--- src/hw/ddc2_cfg_pkg.sv ---
// Shared constants and types for the second downconverter configuration bank
package ddc2_cfg_pkg;

    // ----------------------------------------------------------------
    // Register map
    // ----------------------------------------------------------------
    localparam int ADDR_W = 15;
    localparam logic [14:0] ADDR_INPUT_SEL = 15'h0351;
    localparam logic [14:0] ADDR_NCO_CTRL = 15'h0354;
    localparam logic [7:0] RST_INPUT_SEL = 8'h00;
    localparam logic [7:0] RST_NCO_CTRL = 8'h00;
    localparam int INSEL_SEC_LSB = 4;
    localparam int INSEL_Q_BIT = 2;
    localparam int INSEL_I_BIT = 0;
    localparam int NCO_MODE_LSB = 4;

    // ----------------------------------------------------------------
    // Decimation codes
    // ----------------------------------------------------------------
    localparam logic [2:0] PRI_HB12 = 3'h0;
    localparam logic [2:0] PRI_HB123 = 3'h1;
    localparam logic [2:0] PRI_HB1234 = 3'h2;
    localparam logic [2:0] PRI_HB1 = 3'h3;
    localparam logic [2:0] PRI_HB1_TB = 3'h4;
    localparam logic [2:0] PRI_HB12_TB = 3'h5;
    localparam logic [2:0] PRI_HB123_TB = 3'h6;
    localparam logic [2:0] PRI_SECONDARY = 3'h7;
    localparam logic [3:0] SEC_TB_HB1234 = 4'h0;
    localparam logic [3:0] SEC_FB_HB1 = 4'h2;
    localparam logic [3:0] SEC_FB_HB12 = 4'h3;
    localparam logic [3:0] SEC_FB_HB123 = 4'h4;

    // ----------------------------------------------------------------
    // NCO channel select modes
    // ----------------------------------------------------------------
    localparam logic [3:0] MODE_REGMAP = 4'h0;
    localparam logic [3:0] MODE_PINS = 4'h1;
    localparam logic [3:0] MODE_STEP_A = 4'h8;
    localparam logic [3:0] MODE_STEP_B = 4'ha;

    // ----------------------------------------------------------------
    // Serial port framing
    // ----------------------------------------------------------------
    localparam logic [4:0] SPI_INSTR_LAST = 5'h0f;
    localparam logic [4:0] SPI_FRAME_LAST = 5'h17;
    localparam logic [4:0] SPI_READ_LOAD = 5'h10;

    typedef struct packed {
        logic fifth_order_filter;
        logic third_order_filter;
        logic halfband_stage_four;
        logic halfband_stage_three;
        logic halfband_stage_two;
        logic halfband_stage_one;
    } filter_chain_t;

    typedef struct packed {
        filter_chain_t chain;
        logic [5:0] ratio;
        logic valid;
    } decim_cfg_t;

    typedef struct packed {
        logic wr;
        logic [14:0] addr;
        logic [7:0] wdata;
    } reg_req_t;

endpackage : ddc2_cfg_pkg

--- src/hw/ddc2_decim_nco_select.sv ---
// Decimation, input and NCO channel select bank of the second downconverter
`timescale 1ns/1ps
`default_nettype none
module ddc2_decim_nco_select
    import ddc2_cfg_pkg::*;
#(
    parameter int CHAN_W = 4
)
(
    input wire logic clk,
    input wire logic nrst,
    input wire logic spi_sclk,
    input wire logic spi_csb_n,
    input wire logic spi_sdi,
    output logic spi_sdo,
    output logic spi_sdo_oe,
    input wire logic [2:0] primary_decim_code,
    input wire logic complex_to_real,
    input wire logic side_a_select_pin,
    input wire logic side_b_select_pin,
    output filter_chain_t filter_chain,
    output logic [5:0] decim_ratio,
    output logic decim_valid,
    output logic i_from_b,
    output logic q_from_b,
    output logic [CHAN_W-1:0] nco_channel
);
    // ----------------------------------------------------------------
    // Decimation table lookup
    // ----------------------------------------------------------------
    // The table holds the complex output ratio; complex-to-real halves it,
    // so one entry per code serves both settings.
    function automatic decim_cfg_t decim_decode(
        input logic [2:0] code,
        input logic [3:0] sec,
        input logic c2r
    );
        decim_cfg_t cfg;
        logic [5:0] full;
        cfg = '0;
        full = 6'h00;
        cfg.valid = 1'b1;
        case (code)
            PRI_HB12: {cfg.chain, full} = {6'h03, 6'd4};
            PRI_HB123: {cfg.chain, full} = {6'h07, 6'd8};
            PRI_HB1234: {cfg.chain, full} = {6'h0f, 6'd16};
            PRI_HB1: {cfg.chain, full} = {6'h01, 6'd2};
            PRI_HB1_TB: {cfg.chain, full} = {6'h11, 6'd6};
            PRI_HB12_TB: {cfg.chain, full} = {6'h13, 6'd12};
            PRI_HB123_TB: {cfg.chain, full} = {6'h17, 6'd24};
            default:
            begin
                case (sec)
                    SEC_TB_HB1234: {cfg.chain, full} = {6'h1f, 6'd48};
                    SEC_FB_HB1: {cfg.chain, full} = {6'h21, 6'd10};
                    SEC_FB_HB12: {cfg.chain, full} = {6'h23, 6'd20};
                    SEC_FB_HB123: {cfg.chain, full} = {6'h27, 6'd40};
                    default: cfg.valid = 1'b0;
                endcase
            end
        endcase
        cfg.ratio = c2r ? (full >> 1) : full;
        return cfg;
    endfunction : decim_decode

    // ----------------------------------------------------------------
    // Serial register port
    // ----------------------------------------------------------------
    reg_req_t req;
    logic [7:0] rdata;

    spi_reg_port u_spi (
        .clk(clk),
        .nrst(nrst),
        .spi_sclk(spi_sclk),
        .spi_csb_n(spi_csb_n),
        .spi_sdi(spi_sdi),
        .rdata(rdata),
        .spi_sdo(spi_sdo),
        .spi_sdo_oe(spi_sdo_oe),
        .req(req)
    );

    // ----------------------------------------------------------------
    // Register bank
    // ----------------------------------------------------------------
    logic [3:0] sec_decim;
    logic q_sel;
    logic i_sel;
    logic [3:0] nco_mode;
    logic [3:0] map_chan;

    // Address decode shared by write strobes and read mux
    wire hit_insel = req.addr == ADDR_INPUT_SEL;
    wire hit_nco = req.addr == ADDR_NCO_CTRL;
    wire wr_insel = req.wr && hit_insel;
    wire wr_nco = req.wr && hit_nco;

    // Reserved bits read as zero; unmapped addresses read zero too
    wire [7:0] insel_rd = {sec_decim, 1'b0, q_sel, 1'b0, i_sel};
    wire [7:0] nco_rd = {nco_mode, map_chan};
    assign rdata = hit_insel ? insel_rd : (hit_nco ? nco_rd : 8'h00);

    // Writes to reserved bits are dropped
    always_ff @(posedge clk or negedge nrst)
    begin
        if (!nrst)
        begin
            sec_decim <= RST_INPUT_SEL[INSEL_SEC_LSB +: 4];
            q_sel <= RST_INPUT_SEL[INSEL_Q_BIT];
            i_sel <= RST_INPUT_SEL[INSEL_I_BIT];
        end
        else if (wr_insel)
        begin
            sec_decim <= req.wdata[INSEL_SEC_LSB +: 4];
            q_sel <= req.wdata[INSEL_Q_BIT];
            i_sel <= req.wdata[INSEL_I_BIT];
        end
    end

    always_ff @(posedge clk or negedge nrst)
    begin
        if (!nrst)
        begin
            nco_mode <= RST_NCO_CTRL[NCO_MODE_LSB +: 4];
            map_chan <= RST_NCO_CTRL[3:0];
        end
        else if (wr_nco)
        begin
            nco_mode <= req.wdata[NCO_MODE_LSB +: 4];
            map_chan <= req.wdata[3:0];
        end
    end

    // ----------------------------------------------------------------
    // Select pin synchronisers and edge detect
    // ----------------------------------------------------------------
    // Bit 1 is the side B pin, bit 0 the side A pin
    logic [1:0] sel_s1;
    logic [1:0] sel_s2;
    logic [1:0] sel_s3;

    always_ff @(posedge clk or negedge nrst)
    begin
        if (!nrst)
        begin
            sel_s1 <= 2'h0;
            sel_s2 <= 2'h0;
            sel_s3 <= 2'h0;
        end
        else
        begin
            sel_s1 <= {side_b_select_pin, side_a_select_pin};
            sel_s2 <= sel_s1;
            sel_s3 <= sel_s2;
        end
    end

    // Pulses narrower than one clock may be missed; the pins are slow
    wire [1:0] sel_rise = sel_s2 & ~sel_s3;

    // ----------------------------------------------------------------
    // Edge-stepped channel counter
    // ----------------------------------------------------------------
    logic [3:0] step_cnt;

    wire step_a = nco_mode == MODE_STEP_A && sel_rise[0];
    wire step_b = nco_mode == MODE_STEP_B && sel_rise[1];
    wire step = step_a || step_b;
    // Lowering the limit below the count also wraps, so it never runs away
    wire at_limit = step_cnt >= map_chan;
    wire [3:0] next_cnt = at_limit ? 4'h0 : step_cnt + 4'h1;

    // A register write wins over a coincident edge so stepping restarts at 0
    always_ff @(posedge clk or negedge nrst)
    begin
        if (!nrst)
            step_cnt <= 4'h0;
        else if (wr_nco)
            step_cnt <= 4'h0;
        else if (step)
            step_cnt <= next_cnt;
    end

    // ----------------------------------------------------------------
    // NCO channel selection
    // ----------------------------------------------------------------
    // Undefined modes fall back to the register map channel
    logic [3:0] next_chan;

    always_comb
    begin
        unique case (nco_mode)
            MODE_PINS: next_chan = {2'b00, sel_s2[1], sel_s2[0]};
            MODE_STEP_A: next_chan = step_cnt;
            MODE_STEP_B: next_chan = step_cnt;
            default: next_chan = map_chan;
        endcase
    end

    wire decim_cfg_t next_cfg = decim_decode(primary_decim_code, sec_decim,
        complex_to_real);

    // ----------------------------------------------------------------
    // Output registers
    // ----------------------------------------------------------------
    always_ff @(posedge clk or negedge nrst)
    begin
        if (!nrst)
        begin
            filter_chain <= '0;
            decim_ratio <= 6'h00;
            decim_valid <= 1'b0;
            i_from_b <= 1'b0;
            q_from_b <= 1'b0;
            nco_channel <= '0;
        end
        else
        begin
            filter_chain <= next_cfg.chain;
            decim_ratio <= next_cfg.ratio;
            decim_valid <= next_cfg.valid;
            i_from_b <= i_sel;
            q_from_b <= q_sel;
            nco_channel <= CHAN_W'(next_chan);
        end
    end

    // ----------------------------------------------------------------
    // Checks
    // ----------------------------------------------------------------
    prim_101_a: assert property (@(posedge clk) disable iff (!nrst)
        primary_decim_code == 3'h5 |=> filter_chain == 6'h13
        && decim_ratio == ($past(complex_to_real) ? 6'd6 : 6'd12))
        else $error("code 101 chain or ratio wrong");

    prim_110_a: assert property (@(posedge clk) disable iff (!nrst)
        primary_decim_code == 3'h6 |=> filter_chain == 6'h17
        && decim_ratio == ($past(complex_to_real) ? 6'd12 : 6'd24))
        else $error("code 110 chain or ratio wrong");

    sec_gate_a: assert property (@(posedge clk) disable iff (!nrst)
        primary_decim_code != 3'h7 |=> decim_valid
        && !filter_chain.fifth_order_filter)
        else $error("secondary field used without all-ones code");

    sec_zero_a: assert property (@(posedge clk) disable iff (!nrst)
        primary_decim_code == 3'h7 && sec_decim == 4'h0 |=> filter_chain == 6'h1f
        && decim_ratio == ($past(complex_to_real) ? 6'd24 : 6'd48))
        else $error("secondary 0 chain or ratio wrong");

    sec_two_a: assert property (@(posedge clk) disable iff (!nrst)
        primary_decim_code == 3'h7 && sec_decim == 4'h2 |=> filter_chain == 6'h21
        && decim_ratio == ($past(complex_to_real) ? 6'd5 : 6'd10))
        else $error("secondary 2 chain or ratio wrong");

    sec_three_a: assert property (@(posedge clk) disable iff (!nrst)
        primary_decim_code == 3'h7 && sec_decim == 4'h3 |=> filter_chain == 6'h23
        && decim_ratio == ($past(complex_to_real) ? 6'd10 : 6'd20))
        else $error("secondary 3 chain or ratio wrong");

    sec_four_a: assert property (@(posedge clk) disable iff (!nrst)
        primary_decim_code == 3'h7 && sec_decim == 4'h4 |=> filter_chain == 6'h27
        && decim_ratio == ($past(complex_to_real) ? 6'd20 : 6'd40))
        else $error("secondary 4 chain or ratio wrong");

    q_source_a: assert property (@(posedge clk) disable iff (!nrst)
        wr_insel |=> ##1 q_from_b == $past(req.wdata[2], 2))
        else $error("quadrature source not taken from bit 2");

    i_source_a: assert property (@(posedge clk) disable iff (!nrst)
        wr_insel |=> ##1 i_from_b == $past(req.wdata[0], 2) && rdata[3] == 1'b0)
        else $error("in-phase source not taken from bit 0");

    map_chan_a: assert property (@(posedge clk) disable iff (!nrst)
        nco_mode == 4'h0 |=> nco_channel == $past(map_chan))
        else $error("mode 0 channel not the register field");

    pin_chan_a: assert property (@(posedge clk) disable iff (!nrst)
        nco_mode == 4'h1 |=> nco_channel == {2'b00, $past(sel_s2)})
        else $error("mode 1 channel not formed from pins");

    step_a_a: assert property (@(posedge clk) disable iff (!nrst)
        nco_mode == 4'h8 && sel_s2[0] && !sel_s3[0] && !wr_nco
        && step_cnt < map_chan |=> step_cnt == $past(step_cnt) + 4'h1)
        else $error("side A rising edge did not step counter");

    step_b_a: assert property (@(posedge clk) disable iff (!nrst)
        nco_mode == 4'ha && sel_s2[1] && !sel_s3[1] && !wr_nco
        && step_cnt < map_chan |=> step_cnt == $past(step_cnt) + 4'h1)
        else $error("side B rising edge did not step counter");

    wrap_cnt_a: assert property (@(posedge clk) disable iff (!nrst)
        step && !wr_nco && step_cnt == map_chan |=> step_cnt == 4'h0)
        else $error("counter did not wrap at limit");

    hold_cnt_a: assert property (@(posedge clk) disable iff (!nrst)
        !step && !wr_nco |=> $stable(step_cnt))
        else $error("counter moved without an edge");

    clear_cnt_a: assert property (@(posedge clk) disable iff (!nrst)
        wr_nco |=> step_cnt == 4'h0)
        else $error("counter not cleared by control write");

    full_range_a: assert property (@(posedge clk) disable iff (!nrst)
        nco_mode == 4'h0 && map_chan == 4'hf |=> nco_channel == 4'hf)
        else $error("channel 15 not selectable");
endmodule : ddc2_decim_nco_select
`default_nettype wire

--- src/hw/spi_reg_port.sv ---
// Serial control port slave: samples the pins, issues register writes, serves reads
`timescale 1ns/1ps
`default_nettype none
module spi_reg_port
    import ddc2_cfg_pkg::*;
(
    input wire logic clk,
    input wire logic nrst,
    input wire logic spi_sclk,
    input wire logic spi_csb_n,
    input wire logic spi_sdi,
    input wire logic [7:0] rdata,
    output logic spi_sdo,
    output logic spi_sdo_oe,
    output reg_req_t req
);
    // ----------------------------------------------------------------
    // Pin synchronisers: bit 2 sclk, bit 1 chip select, bit 0 data in
    // ----------------------------------------------------------------
    logic [2:0] pin_s1;
    logic [2:0] pin_s2;
    logic sclk_d;
    logic [4:0] bit_cnt;
    logic [14:0] shift;
    logic read_op;
    logic [7:0] sdo_sh;

    wire sel = ~pin_s2[1];
    wire rise = pin_s2[2] & ~sclk_d;
    wire fall = ~pin_s2[2] & sclk_d;

    // Chip select resets to idle so a reset mid-frame cannot fake a transfer
    always_ff @(posedge clk or negedge nrst)
    begin
        if (!nrst)
        begin
            pin_s1 <= 3'h2;
            pin_s2 <= 3'h2;
            sclk_d <= 1'b0;
        end
        else
        begin
            pin_s1 <= {spi_sclk, spi_csb_n, spi_sdi};
            pin_s2 <= pin_s1;
            sclk_d <= pin_s2[2];
        end
    end

    // ----------------------------------------------------------------
    // Frame decoder: one instruction word and one data byte per frame
    // ----------------------------------------------------------------
    always_ff @(posedge clk or negedge nrst)
    begin
        if (!nrst)
        begin
            bit_cnt <= 5'h00;
            shift <= 15'h0000;
            read_op <= 1'b0;
            req <= '0;
        end
        else
        begin
            req.wr <= 1'b0;
            if (!sel)
                bit_cnt <= 5'h00;
            else if (rise && bit_cnt <= SPI_FRAME_LAST)
            begin
                shift <= {shift[13:0], pin_s2[0]};
                bit_cnt <= bit_cnt + 5'h01;
                if (bit_cnt == SPI_INSTR_LAST)
                begin
                    read_op <= shift[14];
                    req.addr <= {shift[13:0], pin_s2[0]};
                end
                if (bit_cnt == SPI_FRAME_LAST && !read_op)
                begin
                    req.wr <= 1'b1;
                    req.wdata <= {shift[6:0], pin_s2[0]};
                end
            end
        end
    end

    // Read data leaves MSB first, changing on falling sclk
    always_ff @(posedge clk or negedge nrst)
    begin
        if (!nrst)
        begin
            sdo_sh <= 8'h00;
            spi_sdo_oe <= 1'b0;
        end
        else if (!sel)
            spi_sdo_oe <= 1'b0;
        else if (fall && read_op && bit_cnt == SPI_READ_LOAD)
        begin
            sdo_sh <= rdata;
            spi_sdo_oe <= 1'b1;
        end
        else if (fall && bit_cnt > SPI_READ_LOAD)
            sdo_sh <= {sdo_sh[6:0], 1'b0};
    end

    assign spi_sdo = sdo_sh[7];

    // Only a frame of 24 or more bits may write
    wr_frame_a: assert property (@(posedge clk) disable iff (!nrst)
        req.wr |-> $past(bit_cnt) == SPI_FRAME_LAST && !read_op)
        else $error("write pulse outside a full write frame");
endmodule : spi_reg_port
`default_nettype wire

--- config.mk ---
export PLATFORM = sky130hd
export DESIGN_NAME = ddc2_decim_nco_select
export DESIGN_NICKNAME = d
export VERILOG_FILES = /design/src/hw/ddc2_cfg_pkg.sv /design/src/hw/ddc2_decim_nco_select.sv /design/src/hw/spi_reg_port.sv
export SDC_FILE = /design/constraint.sdc
export NUM_CORES = 1
export LEC_CHECK = 0
export BUFFER_PORTS_ARGS = -buffer_cell sky130_fd_sc_hd__buf_2
export CAP_MARGIN = 15
export CORE_MARGIN = 2
export CORE_UTILIZATION = 55
export CTS_CLUSTER_SIZE = 24
export DETAILED_ROUTE_END_ITERATION = 6
export PLACE_DENSITY = 0.72
export SYNTH_ARGS = -nofsm -noshare
export SYNTH_HDL_FRONTEND = slang
export SYNTH_HIERARCHICAL = 1
export SYNTH_SLANG_ARGS = --single-unit
--- constraint.sdc ---
create_clock -name clk -period 3.1 [get_ports clk]
set_input_delay 0.155 -clock clk [delete_from_list [all_inputs] [get_ports clk]]
set_output_delay 0.155 -clock clk [all_outputs]
set_load 0.05 [all_outputs]
# Word-level counts from Yosys, hierarchy flattened
# Cells that the tools add are included.
[classes]
n_eq_ne = 17
magnitude_cmp = 3
bitwise_logic = 7
mux = 24
addsub = 2
reduce_logical = 24
[op_table]
columns = ["cell", "count"]
rows = [
  ["$pmux 6 s7", 2],
  ["$mux 24", 2],
  ["$pmux 6 s4", 2],
  ["$mux 8", 5],
  ["$eq 15x10->1 const B", 2],
  ["$mux 15", 1],
  ["$mux 4", 3],
  ["$eq 5x5->1 const B", 2],
  ["$mux 5", 2],
  ["$eq 3x3->1 const B", 3],
  ["$logic_and 1x1->1", 9],
  ["$eq 4x2->1 const B", 2],
  ["$eq 4x4->1 const B", 2],
  ["$pmux 4 s2", 1],
  ["$reduce_bool 2->1", 4],
  ["$reduce_or 7->1", 1],
  ["$eq 3x2->1 const B", 2],
  ["$mux 6", 1],
  ["$reduce_and 3->1", 2],
  ["$add 5x1->5 const B", 1],
  ["$eq 5x4->1 const B", 1],
  ["$gt 5x5->1 const B", 1],
  ["$le 5x5->1 const B", 1],
  ["$mux 1", 5],
  ["16 further kinds", 20],
]
[totals]
reg_bits = 104
out_inout_bits = 21
word_cells = 108

# Longest topological paths before layout
# Gate-level depths: netlist of the first run.
[logic_depth]
depth_word = 6
mapped_depth = 8
ltp_nobuf = 6

# Hierarchy
# The synthesis of the first run kept the hierarchy.
[modules_own_cells]
columns = ["mod", "cells_per_inst", "area_per_inst_um2", "seq_area_each_um2", "n_inst"]
rows = [
  ["spi_reg_port", 168, 2459.9, 1529.0, 1],
  ["ddc2_decim_nco_select", 181, 2024.4, 1051.0, 1],
]

# Worst setup path after synthesis of the first run
# Ideal clock, no wire load.
[synth_timing]
kind = "reg-to-reg"
start = "register u_spi.bit_cnt[4]"
end = "register, netlist name u_spi/req[0]"
n_path_buf = 2
path_stages_with_launch = 6
arrival_ns = 1.754
setup_ns = 0.125
slack_ns = 1.222
synth_period_minus_slack_ns = 1.878
t_required_ns = 2.975
cell_sequence = "dfrtp_1 clkbuf_1 a2111oi_4 and3_1 buf_6 mux2_2"
[synth_via]
elab_chain_cells = 3
elab_cells_between_ends = 5
[synth_lines]
columns = ["element", "line_no", "rtl"]
rows = [
  ["start: declaration", "spi_reg_port.sv:23", "logic [4:0] bit_cnt;"],
  ["start signal: assignment", "spi_reg_port.sv:69", "bit_cnt <= bit_cnt + 5'h01;"],
  ["$le 5x5->1 / $eq 5x5->1 (equally long branches)", "spi_reg_port.sv:66, spi_reg_port.sv:75", ""],
  ["$logic_and 1x1->1 (on tied branches)", "spi_reg_port.sv:66, spi_reg_port.sv:75", ""],
  ["$reduce_and 3->1 (no line) *", "n/a", ""],
]
# Every way passes the cells marked *; elsewhere a longest branch is shown, timed or not.
# A chain may end at the register's enable or synchronous reset.

# Worst setup path after layout of the first run
[layout_timing]
start = "register, netlist name u_spi/req[22]"
end = "register u_spi.sdo_sh[6]"
[layout_via]
elab_chain_cells = 4
elab_cells_between_ends = 5
[layout_lines]
columns = ["element", "line_no", "rtl"]
rows = [
  ["$eq 15x10->1", "ddc2_decim_nco_select.sv:95", "wire hit_nco = req.addr == ADDR_NCO_CTRL;"],
  ["$mux 8", "ddc2_decim_nco_select.sv:102", "assign rdata = hit_insel ? insel_rd : (hit_nco ? nco_rd : 8'h00);"],
  ["$mux 8 *", "ddc2_decim_nco_select.sv:102", ""],
  ["named net rdata[6]", "ddc2_decim_nco_select.sv:70", "logic [7:0] rdata;"],
  ["$mux 8 *", "spi_reg_port.sv:94", "else if (fall && read_op && bit_cnt == SPI_READ_LOAD)"],
  ["end signal: assignment", "spi_reg_port.sv:96", "sdo_sh <= rdata;"],
  ["end signal: assignment", "spi_reg_port.sv:100", "sdo_sh <= {sdo_sh[6:0], 1'b0};"],
  ["end: declaration", "spi_reg_port.sv:26", "logic [7:0] sdo_sh;"],
]
# The timed path passes the listed nets; every way through them passes the cells marked *.

==> flow_metrics.py, run 1 <==
metrics = {
    "logic_synthesis": {
        "syn_inst": 349,
        "syn_nets": 368,
        "synth_edf_count": 0,
        "syn_avg_cell_area_um2": 12.8,
        "ys.flop_type": "dfrtp_1",
        "ys_types": 55,
        "synth_seq_area_share": 0.575,
        "synthArstFlopShare": 1.00,
        "ys_seq_elements": 103,
        "synth.cell_area_um2": 4480,
        "yosys_warnings": 6,
    },
    "grt": {
        "grt_pass1_wl_um": 13100,
        "grt_pass1_vias": 2676,
        "gr-total-overflow": 0,
        "antenna_found_initial": 0,
        "grtUsageTotal": 0.191,
        "grt_max_degree": 53,
    },
    "critical_path": {
        "path_delay_family": "simple AND/OR/NAND/NOR gates",
        "cp_num_buf_inv": 0,
        "path_max_fanout": 6,
        "cp.arrival_ps": 2450,
        "worstPathCellList": "and4bb_1, nand4_2, nor3b_1, a22o_1, mux2i_1, o21ai_0",
        "required_ps": 3360,
        "cp-start-kind": "register",
        "crit_slowest_cell": "nor3b_1",
        "worstSetupPathType": "register to register",
        "critical_path.max_stage_delay_ps": 660,
        "critPathCaptureType": "register",
    },
    "timing": {
        "hold_viol_final": 0,
        "setup_ws_ps": 915,
        "rsz0062_at_grt": "false",
        "setup_violations": 0,
        "fmax_mhz": 458,
        "fin_crit_sh": 0.705,
        "relSlewSlack": 0.444,
        "worstMarginPinSlew_ps": 829,
        "fin_tns_setup_ps": 0,
        "min_period_ps": 2180,
        "fin_skew_ps": 16.6,
        "report.final.slew_viol_count": 0,
    },
    "routing": {
        "drt_first_iter_violations": 114,
        "dr.pass1.iters": 4,
        "ant_nets": 0,
        "routedWlPerCell_um": 15.7,
        "vias_per_cell": 5.50,
        "vias": 2695,
        "drc_errors": 0,
        "drt_wl_total_um": 7680,
    },
    "clock_network": {
        "cts.sinks": 103,
        "cts_buffer_depth": 2,
        "clk_pin_slew_ps": 100,
        "htree_levels": 3,
        "cts_buffers": 9,
        "cts_tree": "done",
        "cts_setup_buffers": 0,
        "clk_latency_ps": 360,
        "cts_root_buf": "clkbuf_8",
    },
    "final_layout": {
        "most-common-layout-cells": "dfrtp_1 (101), mux2_2 (37), buf_2 (30)",
        "nets": 402,
        "layout_commonest_cell": "dfrtp_1",
        "diodes": 0,
        "drive_gt1_frac": 0.289,
        "utilization": 0.635,
        "design_area_um2": 4960,
        "area_growth_pct": 10.6,
    },
    "power": {
        "p_per_area_nw_per_um2": 506,
        "p_leak_nw": 2.37,
        "vdd_drop_max_mv": 0.387,
    },
    "status": {
        "run_status": "finished clean",
    },
    "placement": {
        "pre_cts_slack_ps": 954,
        "port_buffers": 31,
        "gp_congestion": 0.820,
        "dpl_cell_area_um2": 4690,
        "hpwl_um": 5370,
    },
    "floorplan": {
        "die_w_um": 94.3,
        "ios": 32,
        "fp.dieArea_um2": 8890,
        "die_y_um": 94.3,
        "core_um2": 7810,
        "initial_core_util": 0.574,
        "row_count": 32,
    },
    "worst_hold_path": {
        "holdCritPathClass": "input port to register",
    },
    "run": {
        "drv_cap": 0,
    },
}
[flip-flops by register name, summed over array words and instances, names as in the netlist, 2 cells and up]
name / cells
nco_mode: 4
u_spi/req: 24
u_spi/bit_cnt: 5
u_spi/pin_s1: 3
step_cnt: 4
sel_s1: 2
u_spi/pin_s2: 3
sel_s2: 2
filter_chain: 5
u_spi/sdo_sh: 8
sec_decim: 4
decim_ratio: 6
nco_channel: 4
u_spi/shift: 15
map_chan: 4
sel_s3: 2
[path summary, 6_finish.rpt]
check,startpoint,end,slack (ps),cells past startpoint
setup / recovery,u_spi/req[22]$_DFFE_PN0P_,u_spi/sdo_sh[6]$_DFFE_PN0P_,920,6
hold / removal,complex_to_real,decim_ratio[5]$_DFF_PN0_,50,2
setup reg to reg,u_spi/req[22]$_DFFE_PN0P_,u_spi/sdo_sh[6]$_DFFE_PN0P_,920,6
hold reg to reg,u_spi/pin_s1[0]$_DFF_PN0_,u_spi/pin_s2[0]$_DFF_PN0_,360,0
max in group asynchronous,nrst,u_spi/req[1]$_DFFE_PN0P_,1940,3
min in group asynchronous,nrst,u_spi/bit_cnt[1]$_DFFE_PN0P_,360,2
[area by class of cell]
cell class / instances / area, um2
Clock buffer: 12 / 155
Clock inverter: 4 / 51.3
Fill cell: 594 / 2850
Inverter: 15 / 56.3
Multi-Input combinational cell: 213 / 1740
Sequential cell: 103 / 2580
Tap cell: 102 / 128
Timing Repair Buffer: 41 / 248
[worst reg2reg max path, delay by kind of cell (launching register included)]
kind | cells | cell delay [ps]
and+or+nand+nor | 3 | 1140
AOI/OAI and AO/OA | 2 | 470
muxes | 1 | 70
DFF | 1 | 420
[report_power, final]
group	switching [mW]	leakage [nW]	internal, mW
logic	0.104	0.898	0.0751
clock network	0.439	0.103	0.420
registers	0.0618	1.37	1.41
total	0.605	2.37	1.91
[stage by stage]
step                std cells  hold WS, ps  total power [mW]
floorplan                 349         -141              1.60
global placement          468          219              1.67
detailed placement        468          223              1.68
CTS                       490         38.6              2.54
global route              490         63.7              2.63
finish                    490         52.2              2.51
[per-layer routing]
metal  up-vias  share of wire  track usage
li1       1314              -            -
met1      1321           0.49        0.277
met2        49           0.45        0.284
met3        11          0.034       0.0361
met4         0          0.017       0.0773
met5         -              0            0
[Yosys cell counts (3+ instances only)]
cell type	instances	area share
dfrtp_1	101	0.56
mux2_2	37	0.093
nand2_1	28	0.023
nor2_1	20	0.017
mux2_4	16	0.054
inv_1	15	0.013
o21ai_0	11	0.012
a21oi_1	10	0.011
clkbuf_1	9	0.0075
a22o_1	8	0.016
ha_1	8	0.022
mux2i_1	8	0.018
nor3_1	5	0.0056
buf_6	4	0.010
nand2b_1	4	0.0056
nand3_1	4	0.0045
o211ai_1	4	0.0067
xnor2_1	4	0.0078
buf_2	3	0.0033
o31ai_1	3	0.0050
[logic make-up after synthesis]
kind of cell,count (synthesis),synth area share
buffers and inverters,33,0.0360
DFF,103,0.575
AOI/OAI and AO/OA,55,0.0912
adders and majority gates,9,0.0246
and+or+nand+nor,83,0.0988
xor gates and xnor gates,5,0.00977
muxes,61,0.164
[what timing repair did]
action / 4_1_cts / 5_1_grt
endpoints found under the hold margin: 53 / 0
resized for setup: 0 / 0
hold buffers: 6 / 0
No activity file was read; power rests on OpenSTA's default activity.
==> inputs of run 2 (changes only) <==
--- a/config.mk
+++ b/config.mk
@@ -5,6 +5,7 @@
 export SDC_FILE = /design/constraint.sdc
 export NUM_CORES = 1
 export LEC_CHECK = 0
+export ABC_AREA = 1
 export BUFFER_PORTS_ARGS = -buffer_cell sky130_fd_sc_hd__buf_2
 export CAP_MARGIN = 15
 export CORE_MARGIN = 2
==> constraint.sdc (replaced) <==
create_clock -name clk -period 2.1 [get_ports clk]
set_input_delay 0.105 -clock clk [delete_from_list [all_inputs] [get_ports clk]]
set_output_delay 0.105 -clock clk [all_outputs]
set_load 0.05 [all_outputs]
==> run 2 against run 1 <==
Clock skew shrank 2.4 ps. Sequential power grew 41%. Clock-buffer cell count shrank 1. Sequential share of layout area shrank 2.7 points. Critical path depth shrank 2. Non-clock buffer count grew 2. Power grew 40%. Critical path type unchanged.
==> flow_metrics.py, run 2 <==
metrics = {
    "status": {
        "run_status": "finished clean",
    },
    "clock_network": {
        "cts_tree": "done",
        "cts_resized": 0,
        "holdBufCountCts": 10,
        "clk_pin_slew_ps": 100,
        "cts_buffer_depth": 2,
        "cts.sinks": 103,
        "cts_setup_buffers": 0,
        "htree_levels": 3,
        "cts_root_buf": "clkbuf_8",
        "cts_buffers": 9,
        "clk_latency_ps": 370,
    },
    "power": {
        "p_leak_nw": 2.57,
        "p_clk_frac": 0.334,
        "seq_power_share": 0.591,
        "pwr-share-comb": 0.075,
        "p_int_mw": 2.62,
        "p_per_area_nw_per_um2": 674,
        "vdd_drop_max_mv": 0.480,
        "power_switching_mw": 0.899,
        "switching_share": 0.255,
    },
    "worst_hold_path": {
        "holdCritPathClass": "input port to register",
    },
    "routing": {
        "drt_first_iter_violations": 135,
        "vias": 3393,
        "drt_wl_total_um": 8200,
        "ant_nets": 0,
        "vias_per_cell": 5.11,
        "drc_errors": 0,
        "routedWlPerCell_um": 12.3,
        "dr.pass1.iters": 4,
    },
    "critical_path": {
        "path_max_fanout": 5,
        "cp.arrival_ps": 1960,
        "required_ps": 2410,
        "cp-start-kind": "register",
        "worstSetupPathType": "register to register",
        "critPathCaptureType": "register",
    },
    "floorplan": {
        "row_count": 33,
        "core_um2": 8260,
        "initial_core_util": 0.573,
        "fp.dieArea_um2": 9360,
        "die_y_um": 96.7,
        "ios": 32,
        "die_w_um": 96.7,
    },
    "final_layout": {
        "largest_register_ffs": 24,
        "layout_commonest_cell": "nand2_1",
        "most-common-layout-cells": "nand2_1 (137), dfrtp_1 (101), inv_1 (74)",
        "largest-register": "u_spi/req",
        "n_fill_cell": 724,
        "diodes": 0,
        "nets": 573,
        "top_regs": "u_spi/req (24), u_spi/shift (15), u_spi/sdo_sh (8)",
        "area_growth_pct": 10.6,
        "drive_gt1_frac": 0.213,
    },
    "logic_synthesis": {
        "synthTopCellsByCount": "nand2_1 (137), dfrtp_1 (101), inv_1 (74)",
        "yosys_warnings": 6,
        "yosysTopAreaCell": "dfrtp_1",
        "synth_edf_count": 0,
        "yosys.area.top_type_share": 0.534,
        "ys.flop_type": "dfrtp_1",
        "ys_seq_elements": 103,
        "synth.cell_area_um2": 4730,
        "syn_avg_cell_area_um2": 9.24,
        "syn_inst": 512,
        "synth_seq_area_share": 0.545,
        "synthArstFlopShare": 1.00,
        "ys_types": 34,
        "ys_top_cells_by_area": "dfrtp_1 (53%), nand2_1 (11%), o21ai_2 (7.0%)",
        "synth_most_common_cell": "nand2_1",
        "syn_nets": 531,
    },
    "timing": {
        "relSlewSlack": 0.631,
        "min_period_ps": 1640,
        "holdWs_ps": 61.0,
        "fin_crit_sh": 0.783,
        "report.final.slew_viol_count": 0,
        "fmax_mhz": 608,
        "hold_viol_final": 0,
        "setup_ws_ps": 456,
        "rsz0062_at_grt": "false",
        "fin_tns_setup_ps": 0,
        "setup_violations": 0,
        "worstMarginPinSlew_ps": 553,
        "fin_skew_ps": 14.2,
    },
    "grt": {
        "grtUsageTotal": 0.193,
        "grt_pass1_vias": 3347,
        "grt_pass1_wl_um": 14800,
        "antenna_found_initial": 0,
        "gr-total-overflow": 0,
        "grt_max_degree": 63,
    },
    "placement": {
        "port_buffers": 31,
        "gp_congestion": 0.873,
        "hpwl_um": 5790,
        "pre_cts_slack_ps": 531,
    },
    "run": {
        "drv_cap": 0,
    },
}
-- run 2: path summary, 6_finish.rpt --
check / start / endpoint / slack, ps / cells after the start
min: primary_decim_code[1] / filter_chain[3]$_DFF_PN0_ / 60 / 3
min in group asynchronous: nrst / step_cnt[0]$_DFFE_PN0P_ / 260 / 2
max: sec_decim[1]$_DFFE_PN0P_ / filter_chain[4]$_DFF_PN0_ / 460 / 4
max in group asynchronous: nrst / u_spi/req[10]$_DFFE_PN0P_ / 1130 / 3
min reg2reg: sel_s1[1]$_DFF_PN0_ / sel_s2[1]$_DFF_PN0_ / 350 / 0
max reg2reg: sec_decim[1]$_DFFE_PN0P_ / filter_chain[4]$_DFF_PN0_ / 460 / 4
-- run 2: layer usage --
metal  wire length, um  global-route usage
met4               138              0.0607
met5                 0                   0
met2              4100               0.333
met1              3690               0.238
met3               269              0.0484
-- run 2: cell families after synthesis --
family                     share of synthesized area
and+or+nand+nor                                0.240
adders and majority gates                     0.0212
AOI/OAI and AO/OA                              0.106
xor gates and xnor gates                     0.00185
DFF                                            0.545
buffers and inverters                         0.0857
-- run 2: final cells by class --
class,instances,area [um2],area share
Multi-Input combinational cell,318,1750,0.334
Tap cell,105,131,0.0251
Sequential cell,103,2580,0.493
Clock buffer,11,151,0.0289
Clock inverter,5,40.0,0.00766
Inverter,79,297,0.0567
Timing Repair Buffer,43,285,0.0545
-- run 2: stage by stage --
stage | total power [mW] | std cells | util | instance area, um2
floorplan | 2.27 | 512 | - | 4730
global placement | 2.37 | 638 | 0.598 | 4940
detailed placement | 2.38 | 638 | 0.598 | 4940
CTS | 3.57 | 664 | 0.633 | 5230
global route | 3.70 | 664 | 0.633 | 5230
finish | 3.52 | 664 | 0.633 | 5230
-- run 2: worst max-delay path, cell delays in order, from the launching register on --
cell and delay (ps):
dfrtp_1 450, nor2_1 320, nand2_1 120, a31oi_1 140, dlygate4sd3_1 560
-- run 2: power groups by stage --
stage	clock network (mW)	logic [mW]	registers, mW
after floorplan	0	0.110	2.16
after global placement	0	0.250	2.12
after detailed placement	0	0.254	2.12
after CTS	1.22	0.270	2.08
after global routing	1.32	0.298	2.09
final	1.18	0.264	2.08
